**config.mk**
```make
export PLATFORM = sky130hd
export DESIGN_NAME = cold_load_pickup_detector
export DESIGN_NICKNAME = d
export VERILOG_FILES = /design/src/clpu_pkg.sv /design/src/clpu_core.sv /design/src/clpu_timer.sv
export SDC_FILE = /design/constraint.sdc
export NUM_CORES = 1
export LEC_CHECK = 0
export ABC_AREA = 1
export BUFFER_PORTS_ARGS = -buffer_cell sky130_fd_sc_hd__buf_2
export CAP_MARGIN = 30
export CELL_PAD_IN_SITES_DETAIL_PLACEMENT = 0
export CELL_PAD_IN_SITES_GLOBAL_PLACEMENT = 1
export CORE_MARGIN = 2
export CORE_UTILIZATION = 32
export CTS_BUF_LIST = sky130_fd_sc_hd__clkbuf_16
export DETAILED_ROUTE_END_ITERATION = 10
export PLACE_DENSITY_LB_ADDON = 0.05
export SYNTH_ARGS = -nofsm -noshare
export SYNTH_HDL_FRONTEND = slang
export SYNTH_HIERARCHICAL = 1
export SYNTH_SLANG_ARGS = --single-unit
```
**constraint.sdc**
```tcl
create_clock -name clk_i -period 2.55 [get_ports clk_i]
set_input_delay 0.255 -clock clk_i [delete_from_list [all_inputs] [get_ports clk_i]]
set_output_delay 0.255 -clock clk_i [all_outputs]
set_load 0.02 [all_outputs]
```
**src/clpu_pkg.sv**
```systemverilog
// package for the cold load pickup detector: modes, timing constants
// assumes a 10 MHz system clock and a 1 ms time base for all timers
// How it works
// - cold state is found from breaker open, no current, both together, or either one.
// - entering the cold state starts the load-off delay.
// - when the load-off delay runs out the enable output rises.
// - when the cold state ends the inrush watch begins.
// - current above the inrush threshold means inrush is present.
// - inrush is over once current is at or below nine tenths of the threshold.
// - the end of inrush starts the settle timer.
// - the inrush path drops the enable only after the settle timer runs out.
// - the end of the cold state also starts the max-block timer, whose expiry drops the enable.
// - the max-block timer stops once current stays at or below nine tenths for the settle time.
// - from the end of the cold state the enable lasts no longer than the max-block time.
// - a selected block input holds the sequence and the enable idle; the undercurrent status still follows the current.
// - a running auto-reclose sequence blocks the function.
// - the block only gives a status output and never a trip.
package clpu_pkg;
  // detection methods
  typedef enum logic [1:0] {
    breaker_position_method,
    undercurrent_method,
    breaker_and_current_method,
    breaker_or_current_method
  } detect_mode_e;

  localparam int unsigned CLK_HZ        = 10_000_000;
  localparam int unsigned TICK_TIME_US  = 1000;  // time base period, microseconds
  localparam int unsigned TICK_CYCLES   = (CLK_HZ / 1_000_000) * TICK_TIME_US;
  localparam int unsigned TIMER_W       = 16;    // timer width in bits, counts ticks
  localparam int unsigned CUR_W         = 16;    // current magnitude width
  localparam int unsigned DROP_NUM      = 9;     // drop-off ratio numerator
  localparam int unsigned DROP_DEN      = 10;    // drop-off ratio denominator
endpackage

```
**src/clpu_core.sv**
```systemverilog
// cold load pickup detector: cold detect, load-off delay, inrush and max-block release
// assumes breaker and block pins are asynchronous; currents come from logic on clk_i
`timescale 1ns/100ps
module cold_load_pickup_detector
  import clpu_pkg::*;
#(
  parameter int unsigned TICK_CYC = TICK_CYCLES  // clock cycles per time-base tick
) (
  input  wire logic             clk_i,                 // system clock, 10 MHz
  input  wire logic             rst_b_i,               // async reset, active low
  input  wire logic             ce_i,                  // clock enable, freezes state
  input  wire logic             breaker_open_i,        // breaker open pin
  input  wire logic             ext_block_i,           // external block pin
  input  wire logic             int_block_i,           // internal block signal
  input  wire logic             ext_block_sel_i,       // use external block
  input  wire logic             int_block_sel_i,       // use internal block
  input  wire logic             auto_reclose_running_i,// auto-reclose sequence active
  input  wire logic [1:0]       detect_mode_i,         // detection method
  input  wire logic [CUR_W-1:0] current_i,             // max phase current
  input  wire logic [CUR_W-1:0] undercur_thr_i,        // undercurrent threshold
  input  wire logic [CUR_W-1:0] inrush_thr_i,          // inrush threshold
  input  wire logic [TIMER_W-1:0] t_load_off_i,        // load-off delay, ticks
  input  wire logic [TIMER_W-1:0] t_settle_i,          // settle time, ticks
  input  wire logic [TIMER_W-1:0] t_max_block_i,       // max-block time, ticks
  output logic                  cold_load_enable_out_o,// enable status
  output logic                  no_current_indication_o,// undercurrent status
  output logic                  inrush_o               // inrush present status
);
  typedef enum logic [2:0] {S_WARM, S_LOAD_OFF, S_COLD, S_INRUSH, S_SETTLE} state_e;

  state_e state_q;
  logic [2:0] brk_sync_q, ext_sync_q;
  logic       brk_q, ext_q;
  logic [15:0] pre_q;
  logic       tick;
  logic       undercur, cold, blocked, inrush_hi, inrush_low;
  logic       lo_start, settle_start, mb_start, mb_run;
  logic       lo_done, settle_done, mb_done;
  logic       en_q, uc_q, inr_q;
  logic [CUR_W+3:0] cur10, thr9;

  // three-stage synchronisers, change taken when stages two and three agree
  always_ff @(posedge clk_i or negedge rst_b_i) begin
    if (!rst_b_i) begin
      brk_sync_q <= 3'h0;
      ext_sync_q <= 3'h0;
      brk_q      <= 1'b0;
      ext_q      <= 1'b0;
    end else if (ce_i) begin
      brk_sync_q <= {brk_sync_q[1:0], breaker_open_i};
      ext_sync_q <= {ext_sync_q[1:0], ext_block_i};
      if (brk_sync_q[1] == brk_sync_q[2]) brk_q <= brk_sync_q[2];
      if (ext_sync_q[1] == ext_sync_q[2]) ext_q <= ext_sync_q[2];
    end
  end

  always_ff @(posedge clk_i or negedge rst_b_i) begin
    if (!rst_b_i) begin
      pre_q <= 16'h0;
    end else if (ce_i) begin
      pre_q <= (pre_q == 16'(TICK_CYC - 1)) ? 16'h0 : pre_q + 16'h1;
    end
  end
  assign tick = ce_i && (pre_q == 16'(TICK_CYC - 1));

  // inrush thresholds, drop-off at nine tenths
  assign cur10      = (CUR_W+4)'(current_i) * (CUR_W+4)'(DROP_DEN);
  assign thr9       = (CUR_W+4)'(inrush_thr_i) * (CUR_W+4)'(DROP_NUM);
  assign inrush_hi  = current_i > inrush_thr_i;
  assign inrush_low = cur10 <= thr9;
  assign undercur   = current_i < undercur_thr_i;

  always_comb begin
    case (detect_mode_e'(detect_mode_i))
      breaker_position_method:    cold = brk_q;
      undercurrent_method:        cold = undercur;
      breaker_and_current_method: cold = brk_q && undercur;
      breaker_or_current_method:  cold = brk_q || undercur;
      default:                    cold = 1'b0;
    endcase
  end

  assign blocked = (ext_block_sel_i && ext_q) || (int_block_sel_i && int_block_i)
                 || auto_reclose_running_i;

  // main sequence
  always_ff @(posedge clk_i or negedge rst_b_i) begin
    if (!rst_b_i) begin
      state_q <= S_WARM;
    end else if (ce_i) begin
      if (blocked) begin
        state_q <= S_WARM;
      end else begin
        case (state_q)
          S_WARM:     if (cold) state_q <= S_LOAD_OFF;
          S_LOAD_OFF: if (!cold) state_q <= S_WARM;
                      else if (lo_done) state_q <= S_COLD;
          S_COLD:     if (!cold) state_q <= S_INRUSH;
          S_INRUSH: begin
            if (mb_done) state_q <= S_WARM;
            else if (cold) state_q <= S_LOAD_OFF;
            else if (inrush_low) state_q <= S_SETTLE;
          end
          S_SETTLE: begin
            if (mb_done || settle_done) state_q <= S_WARM;
            else if (cold) state_q <= S_LOAD_OFF;
            else if (!inrush_low) state_q <= S_INRUSH;
          end
          default:    state_q <= S_WARM;
        endcase
      end
    end
  end

  assign lo_start     = (state_q == S_WARM) && cold && !blocked;
  assign settle_start = (state_q == S_INRUSH) && inrush_low;
  assign mb_start     = (state_q == S_COLD) && !cold;
  assign mb_run       = (state_q == S_INRUSH) || (state_q == S_SETTLE);

  clpu_timer #(.W(TIMER_W)) u_load_off (
    .clk_i   (clk_i),
    .rst_b_i (rst_b_i),
    .ce_i    (ce_i),
    .start_i (lo_start),
    .run_i   (state_q == S_LOAD_OFF),
    .tick_i  (tick),
    .limit_i (t_load_off_i),
    .done_o  (lo_done)
  );

  clpu_timer #(.W(TIMER_W)) u_settle (
    .clk_i   (clk_i),
    .rst_b_i (rst_b_i),
    .ce_i    (ce_i),
    .start_i (settle_start),
    .run_i   (state_q == S_SETTLE),
    .tick_i  (tick),
    .limit_i (t_settle_i),
    .done_o  (settle_done)
  );

  clpu_timer #(.W(TIMER_W)) u_max_block (
    .clk_i   (clk_i),
    .rst_b_i (rst_b_i),
    .ce_i    (ce_i),
    .start_i (mb_start),
    .run_i   (mb_run),
    .tick_i  (tick),
    .limit_i (t_max_block_i),
    .done_o  (mb_done)
  );

  // registered status outputs only, no trip
  always_ff @(posedge clk_i or negedge rst_b_i) begin
    if (!rst_b_i) begin
      en_q  <= 1'b0;
      uc_q  <= 1'b0;
      inr_q <= 1'b0;
    end else if (ce_i) begin
      en_q  <= (state_q == S_COLD) || (state_q == S_INRUSH) || (state_q == S_SETTLE);
      uc_q  <= undercur;
      // inrush held until current drops to nine tenths
      inr_q <= (state_q == S_INRUSH) && (inrush_hi || (inr_q && !inrush_low));
    end
  end
  assign cold_load_enable_out_o  = en_q;
  assign no_current_indication_o = uc_q;
  assign inrush_o                = inr_q;

  // helper for the bound on enable duration
  logic [TIMER_W:0] en_ticks_q;
  always_ff @(posedge clk_i or negedge rst_b_i) begin
    if (!rst_b_i) en_ticks_q <= '0;
    else if (ce_i) begin
      if (!mb_run) en_ticks_q <= '0;
      else if (tick) en_ticks_q <= en_ticks_q + 1'b1;
    end
  end

  a_maxblock_bound: assert property (@(posedge clk_i) disable iff (!rst_b_i)
    en_ticks_q <= {1'b0, t_max_block_i} + 1'b1)
    else $error("enable outlived max-block time");
  a_block_idle: assert property (@(posedge clk_i) disable iff (!rst_b_i)
    ce_i && blocked |=> state_q == S_WARM)
    else $error("block did not idle the function");
  a_load_off_en: assert property (@(posedge clk_i) disable iff (!rst_b_i)
    ce_i && state_q == S_LOAD_OFF && lo_done && cold && !blocked
    |=> state_q == S_COLD)
    else $error("load-off expiry did not enable");
  a_inrush_start: assert property (@(posedge clk_i) disable iff (!rst_b_i)
    ce_i && mb_start && !blocked |=> state_q == S_INRUSH)
    else $error("inrush watch not started");
  a_settle_drop: assert property (@(posedge clk_i) disable iff (!rst_b_i)
    ce_i && state_q == S_SETTLE && settle_done |=> ##1 !cold_load_enable_out_o)
    else $error("enable held past settle");
  a_inrush_set: assert property (@(posedge clk_i) disable iff (!rst_b_i)
    ce_i && state_q == S_INRUSH && inrush_hi |=> inrush_o)
    else $error("inrush not flagged above threshold");
  // inrush flag holds above the drop-off level
  a_inrush_hold: assert property (@(posedge clk_i) disable iff (!rst_b_i)
    ce_i && state_q == S_INRUSH && inrush_o && !inrush_low |=> inrush_o)
    else $error("inrush flag dropped above drop-off level");
endmodule // cold_load_pickup_detector

```
**src/clpu_timer.sv**
```systemverilog
// delay timer counting time-base ticks
// assumes tick_i is a one-cycle pulse on clk_i
`timescale 1ns/100ps
module clpu_timer
  import clpu_pkg::*;
#(
  parameter int unsigned W = TIMER_W
) (
  input  wire logic         clk_i,    // system clock
  input  wire logic         rst_b_i,  // async reset, active low
  input  wire logic         ce_i,     // clock enable
  input  wire logic         start_i,  // restart from zero
  input  wire logic         run_i,    // count while high
  input  wire logic         tick_i,   // time base pulse
  input  wire logic [W-1:0] limit_i,  // delay in ticks
  output logic              done_o    // delay elapsed, level
);
  logic [W-1:0] cnt_q;

  always_ff @(posedge clk_i or negedge rst_b_i) begin
    if (!rst_b_i) begin
      cnt_q <= '0;
    end else if (ce_i) begin
      if (start_i || !run_i) begin
        cnt_q <= '0;
      end else if (tick_i && cnt_q != limit_i) begin
        cnt_q <= cnt_q + 1'b1;
      end
    end
  end

  assign done_o = run_i && !start_i && (cnt_q == limit_i);
endmodule // clpu_timer

```
# [Word-level counts from Yosys, hierarchy flattened]
# Cells that the tools add are included.
[totals] input_bits=107 elab_cells=112 ff_bits=78
[classes] reduce_logical=50 order_cmp=3 mul=2 mux=20 n_eq_ne=21 n_addsub=4
[ops] cell="2-to-1 mux 16 bit" count=7
[ops] cell="adder 16 x 1 -> 16 bit, second input constant" count=4
[ops] cell="== test 16 bit" count=3
[ops] cell="inequality test 16 bit" count=3
[ops] cell="2-to-1 mux 3 bit" count=11
[ops] cell="<= comparator 20 bit" count=1
[ops] cell="multiplier 16 x 4 -> 20 bit, second input constant" count=1
[ops] cell="logical AND 1 bit" count=19
[ops] cell="multiplier 16 x 3 -> 19 bit, second input constant" count=1
[ops] cell="== test 16 x 14 -> 1 bit, second input constant" count=1
[ops] cell="> comparator 16 bit" count=1
[ops] cell="< comparator 16 bit" count=1
[ops] cell="case mux 3 bit (5 select lines)" count=1
[ops] cell="logical OR 1 bit" count=11
[ops] cell="inequality test 5 bit, second input constant" count=2
[ops] cell="AND reduction 2 bit" count=5
[ops] cell="zero test 1 bit" count=9
[ops] cell="== test 3 x 2 -> 1 bit, second input constant" count=2
[ops] cell="inequality test 3 bit, second input constant" count=2
[ops] cell="AND reduction 6 bit" count=1
[ops] cell="nonzero test 2 bit" count=3
[ops] cell="== test 2 bit, second input constant" count=2
[ops] cell="inequality test 4 bit, second input constant" count=1
[ops] cell="case mux 1 bit (4 select lines)" count=1
[ops] cell="6 further kinds" count=7

# [Depth between registers and ports, before layout]
[logic_depth] depth_word=12 depth_mapped=33 mapped_depth_nobuf=32

# [By module]
# The synthesis kept the hierarchy.
[by_module_without_submodules] mod="clpu_timer" seq_area_each_um2=400.4 area_per_inst_um2=1507.7 cells_each=279 n_inst=3
[by_module_without_submodules] mod="cold_load_pickup_detector" seq_area_each_um2=750.7 area_per_inst_um2=4362.9 cells_each=596 n_inst=1

# [Worst setup path before layout]
# Ideal clock, no wire load.
[synth_path] path_type="input to register" startpoint="input current_i[1]" endpoint="register state_q[1]" setup_time_ns=0.116 n_path_buf=1 stages=32 required_ns=2.434 arrival_time_ns=4.214 slack_ns=-1.781 path_cell_list="ha_1 > ha_1 > inv_1 > fa_1 > o21ai_1 > a21boi_2 > o21ai_2 > a31oi_1 > o21ai_1 > xor2_1 > inv_1 > ha_1 > nand2_1 > nor2_1 > nand2_1 > nor2_1 > nand4_1 > a21oi_1 > nor2_2 > nand3_1 > nor2_2 > nand3_2 > buf_2 > inv_1 > nor3_1 > nand2_1 > nand3_1 > inv_2 > nor2_2 > nor2_4 > nand2_1 > nand2_1"
[synth_between] elab_cells_between_ends=34
[synth_lines] element="start: declaration" line_no="clpu_core.sv:19" source="input wire logic [CUR_W-1:0] current_i,"
[synth_lines] element="multiplier 16 x 3 -> 19 bit *" line_no="clpu_core.sv:67" source="assign cur10 = (CUR_W+4)'(current_i) * (CUR_W+4)'(DROP_DEN);"
[synth_lines] element="<= comparator 20 bit *" line_no="clpu_core.sv:70" source="assign inrush_low = cur10 <= thr9;"
[synth_lines] element="logical AND 1 bit *" line_no="clpu_core.sv:116" source="assign settle_start = (state_q == S_INRUSH) && inrush_low;"
[synth_lines] element="net settle_start" line_no="clpu_core.sv:37" source="logic lo_start, settle_start, mb_start, mb_run;"
[synth_lines] element="zero test 1 bit *" line_no="clpu_timer.sv:32" source="assign done_o = run_i && !start_i && (cnt_q == limit_i);"
[synth_lines] element="logical AND 1 bit * (2 in a row)" line_no="clpu_timer.sv:32"
[synth_lines] element="net settle_done" line_no="clpu_core.sv:38" source="logic lo_done, settle_done, mb_done;"
[synth_lines] element="logical OR 1 bit *" line_no="clpu_core.sv:105" source="if (mb_done || settle_done) state_q <= S_WARM;"
[synth_lines] element="2-to-1 mux 3 bit" line_no="clpu_core.sv:105"
[synth_lines] element="case mux 3 bit (5 select lines)" line_no="clpu_core.sv:94" source="case (state_q)"
[synth_lines] element="2-to-1 mux 3 bit" line_no="clpu_core.sv:91" source="if (blocked) begin"
[synth_lines] element="end signal: assignment" line_no="clpu_core.sv:92" source="state_q <= S_WARM;"
[synth_lines] element="end signal: assignment" line_no="clpu_core.sv:95" source="S_WARM: if (cold) state_q <= S_LOAD_OFF;"
[synth_lines] element="end signal: assignment" line_no="clpu_core.sv:105"
[synth_lines] element="end: declaration" line_no="clpu_core.sv:31" source="state_e state_q;"
# The timed path passes the listed nets; every way through them passes the cells marked *.
# A chain may end at the register's enable or synchronous reset.

# [Worst setup path in the final report]
[layout_path] startpoint="input current_i[3]" endpoint="register state_q[1]"
# The elaborated chain is that of the path after synthesis.

==> impl_metrics.tcl <==
set metrics [dict create \
    status "finished, violations left" \
    violations "negative setup slack" \
    dr.pass1.iters 5 \
    drt-vias-per-instance 4.59 \
    peakVddDrop_v 0.000336 \
    initial_utilization_pct 32.3 \
    drt_iter0_drc 533 \
    worstSetupEndpointType "flop" \
    worst_slack_ps -1140 \
    drc_errors 0 \
    swShare_pct 37.8 \
    crit_fanout 3 \
    grt_use_total_pct 19.7 \
    synth_nets 1650 \
    syn-cell-area_um2 8890 \
    rsz0062_at_grt "true" \
    synth_cell_types 43 \
    pin_count 110 \
    routed-via-count 9438 \
    drtAntennaViolNets 0 \
    cp_slowest_cell "fa_2" \
    fin_skew_ps 15.8 \
    clock_path_buffers 2 \
    max_freq_mhz 271 \
    cp.arrival_ps 3930 \
    synth_edf_count 0 \
    rows 61 \
    final_max_slew_viol_count 0 \
    io_buffers 109 \
    ys_seq_elements 78 \
    grt_pass1_wl_mm 45.4 \
    min_from "ext_block_i" \
    rr_startpoint "state_q[2]$_DFFE_PN0P_" \
    hold_path_class "in -> reg" \
    wl_mm 28.1 \
    synthCells 1433 \
    die_h_um 171 \
    crit_required_ps 2790 \
    worst_pin_slew_ps 660 \
    power_frac_comb_pct 43.1 \
    layout_common_cells "nand2_1, inv_1, nor2_1, buf_4, buf_2" \
    grt_max_degree 33 \
    num_antenna_cells 0 \
    syn_avg_cell_area_um2 6.20 \
    final.setup.tns_ps -21950 \
    antenna_found_initial 0 \
    fin_crit_ps 3690 \
    cpMostUsedCell "nand3_2" \
    nNetsFinal 1889 \
    dp.cells 2016 \
    utilization_pct 42.8 \
    p_leak_nw 6.25 \
    ys_seq_area_share_pct 22.0 \
    timing.slew.headroom_pct 55.7 \
    power_switching_mw 1.78 \
    cpPeakStageDelay_ps 360 \
    fp.coreArea_um2 27600 \
    async_flop_share_pct 100 \
    htree_levels 3 \
    place_ws_ps -1730 \
    drive_gt1_share_pct 23.2 \
    power_frac_seq_pct 30.8 \
    cap_violations 0 \
    worstSetupPathType "in -> reg" \
    stdcell_count 2054 \
    cts_root_buffer "clkbuf_16" \
    pwr-share-clk_pct 26.1 \
    cts.sinks 78 \
    p_int_mw 2.94 \
    power_density_nw_per_um2 400 \
    critPathLaunchType "input pin" \
    area.growth.synth_to_final_pct 32.6 \
    yosysWarnings 6 \
    place_hpwl_mm 22.3 \
    clk_latency_ps 350 \
    cts_tree "yes" \
    first_global_vias 9017 \
    gp_congestion 0.866 \
    overflow 0 \
    final_common_cell "nand2_1" \
    hold_ws_ps 131 \
    die-area_um2 29100 \
    final_hold_viol_count 0 \
    die_w_um 171 \
    min_period_over_period_pct 145 \
    routedWlPerCell_um 13.7 \
    synthFlopType "dfrtp_1" \
    timing.critical_path.from "current_i[3]" \
    finalSetupViolCount 35 \
    n_fill_cell 2978 \
    path_clk_slew_ps 70 \
    cts_buffers 9 \
]
## what timing repair did
action,in CTS,in global routing
endpoints found under the setup margin,52,52
endpoints found under the hold margin,30,0
hold buffers,1,0
gates cloned,3,2
resized for setup,56,26
setup buffers,17,3
pin swaps,53,20
## flip-flops by register name, indices dropped and copies added (netlist names)
signal                   flops
pre_q                       16
u_load_off/cnt_q            16
u_max_block/cnt_q           16
u_settle/cnt_q              16
brk_sync_q                   3
ext_sync_q                   3
state_q                      3
brk_q                        1
cold_load_enable_out_o       1
ext_q                        1
inrush_o                     1
no_current_indication_o      1
## area by class of cell
type | instances | area (um2) | share of cell area [%]
clock buffers | 9 | 225 | 1.91
clock inverters | 6 | 38.8 | 0.329
inverters | 227 | 857 | 7.27
multi-input cells | 1105 | 6460 | 54.9
flip-flops and latches | 78 | 1950 | 16.6
well taps | 378 | 473 | 4.01
repair buffers | 251 | 1770 | 15.0
## cell families after synthesis
logic type / after synthesis / share of synthesized area [%]
compound gates: 118 / 7.38
flops: 78 / 22.0
simple gates: 833 / 39.5
buf+inv: 253 / 11.5
xor+xnor: 41 / 4.04
fa+ha+maj: 110 / 15.7
## worst max-delay path: cells and delay by family
kind                     cells  cell delay [ps]
AO/OA/AOI/OAI                6              760
AND/OR/NAND/NOR             16             1250
XOR/XNOR                     1              160
buffers and inverters        6              450
adder cells (fa/ha/maj)      4             1020
## path summary, 6_finish.rpt
check | end | slack (ps) | depth (start not counted)
worst max-delay path | state_q[1]$_DFFE_PN0P_ | -1140 | 33
worst min-delay path | ext_sync_q[0]$_DFFE_PN0P_ | 130 | 3
worst max register to register | state_q[2]$_DFFE_PN0P_ | 210 | 18
worst min register to register | ext_sync_q[1]$_DFFE_PN0P_ | 490 | 2
max in group asynchronous | no_current_indication_o$_DFFE_PN0P_ | 1510 | 3
min in group asynchronous | u_load_off/cnt_q[15]$_DFFE_PN0P_ | 420 | 2
## synth_stat cells, types with 3 or more instances
library cell / number / share of area (%)
nor2_4: 3 / 0.38
dfrtp_1: 78 / 22
buf_6: 4 / 0.51
nor2_2: 11 / 0.77
inv_1: 202 / 8.5
nand2_1: 500 / 21
xnor2_1: 14 / 1.4
nand3_1: 88 / 5.0
o21ai_1: 20 / 1.1
ha_1: 108 / 15
nand3_2: 6 / 0.68
buf_1: 3 / 0.13
nor3_1: 29 / 1.6
nand4_1: 36 / 2.5
o21ai_0: 23 / 1.3
clkbuf_1: 6 / 0.25
inv_2: 25 / 1.1
nor2_1: 148 / 6.3
buf_2: 4 / 0.23
a31oi_1: 3 / 0.21
o21ai_2: 3 / 0.30
xor2_1: 27 / 2.7
o211ai_1: 4 / 0.34
a21oi_1: 52 / 2.9
nand2_4: 3 / 0.38
nor4_1: 4 / 0.28
buf_4: 9 / 0.76
## power by group through the flow
| stage | registers (mW) | clock network [mW] | logic, mW |
|---|---|---|---|
| after floorplan | 1.43 | 0 | 1.11 |
| after global placement | 1.47 | 0 | 1.81 |
| after detailed placement | 1.48 | 0 | 1.81 |
| after CTS | 1.45 | 1.29 | 1.99 |
| after global routing | 1.47 | 1.33 | 2.30 |
| final | 1.45 | 1.23 | 2.03 |
## through the flow
stage          total power [mW]  instance area (um2)
6_report                   4.72                11800
5_1_grt                    5.09                11800
4_1_cts                    4.73                11600
3_5_place_dp               3.28                10800
3_3_place_gp               3.28                10800
2_1_floorplan              2.54                 9000
## layer usage
metal | GRT usage, % | wire length [um] | vias to the layer above
met5 | 0 | 0 | -
li1 | - | - | 5042
met2 | 34.4 | 13300 | 153
met3 | 2.61 | 1070 | 16
met4 | 3.23 | 275 | 0
met1 | 26.1 | 13500 | 4227
No activity file was read; power rests on OpenSTA's default activity.
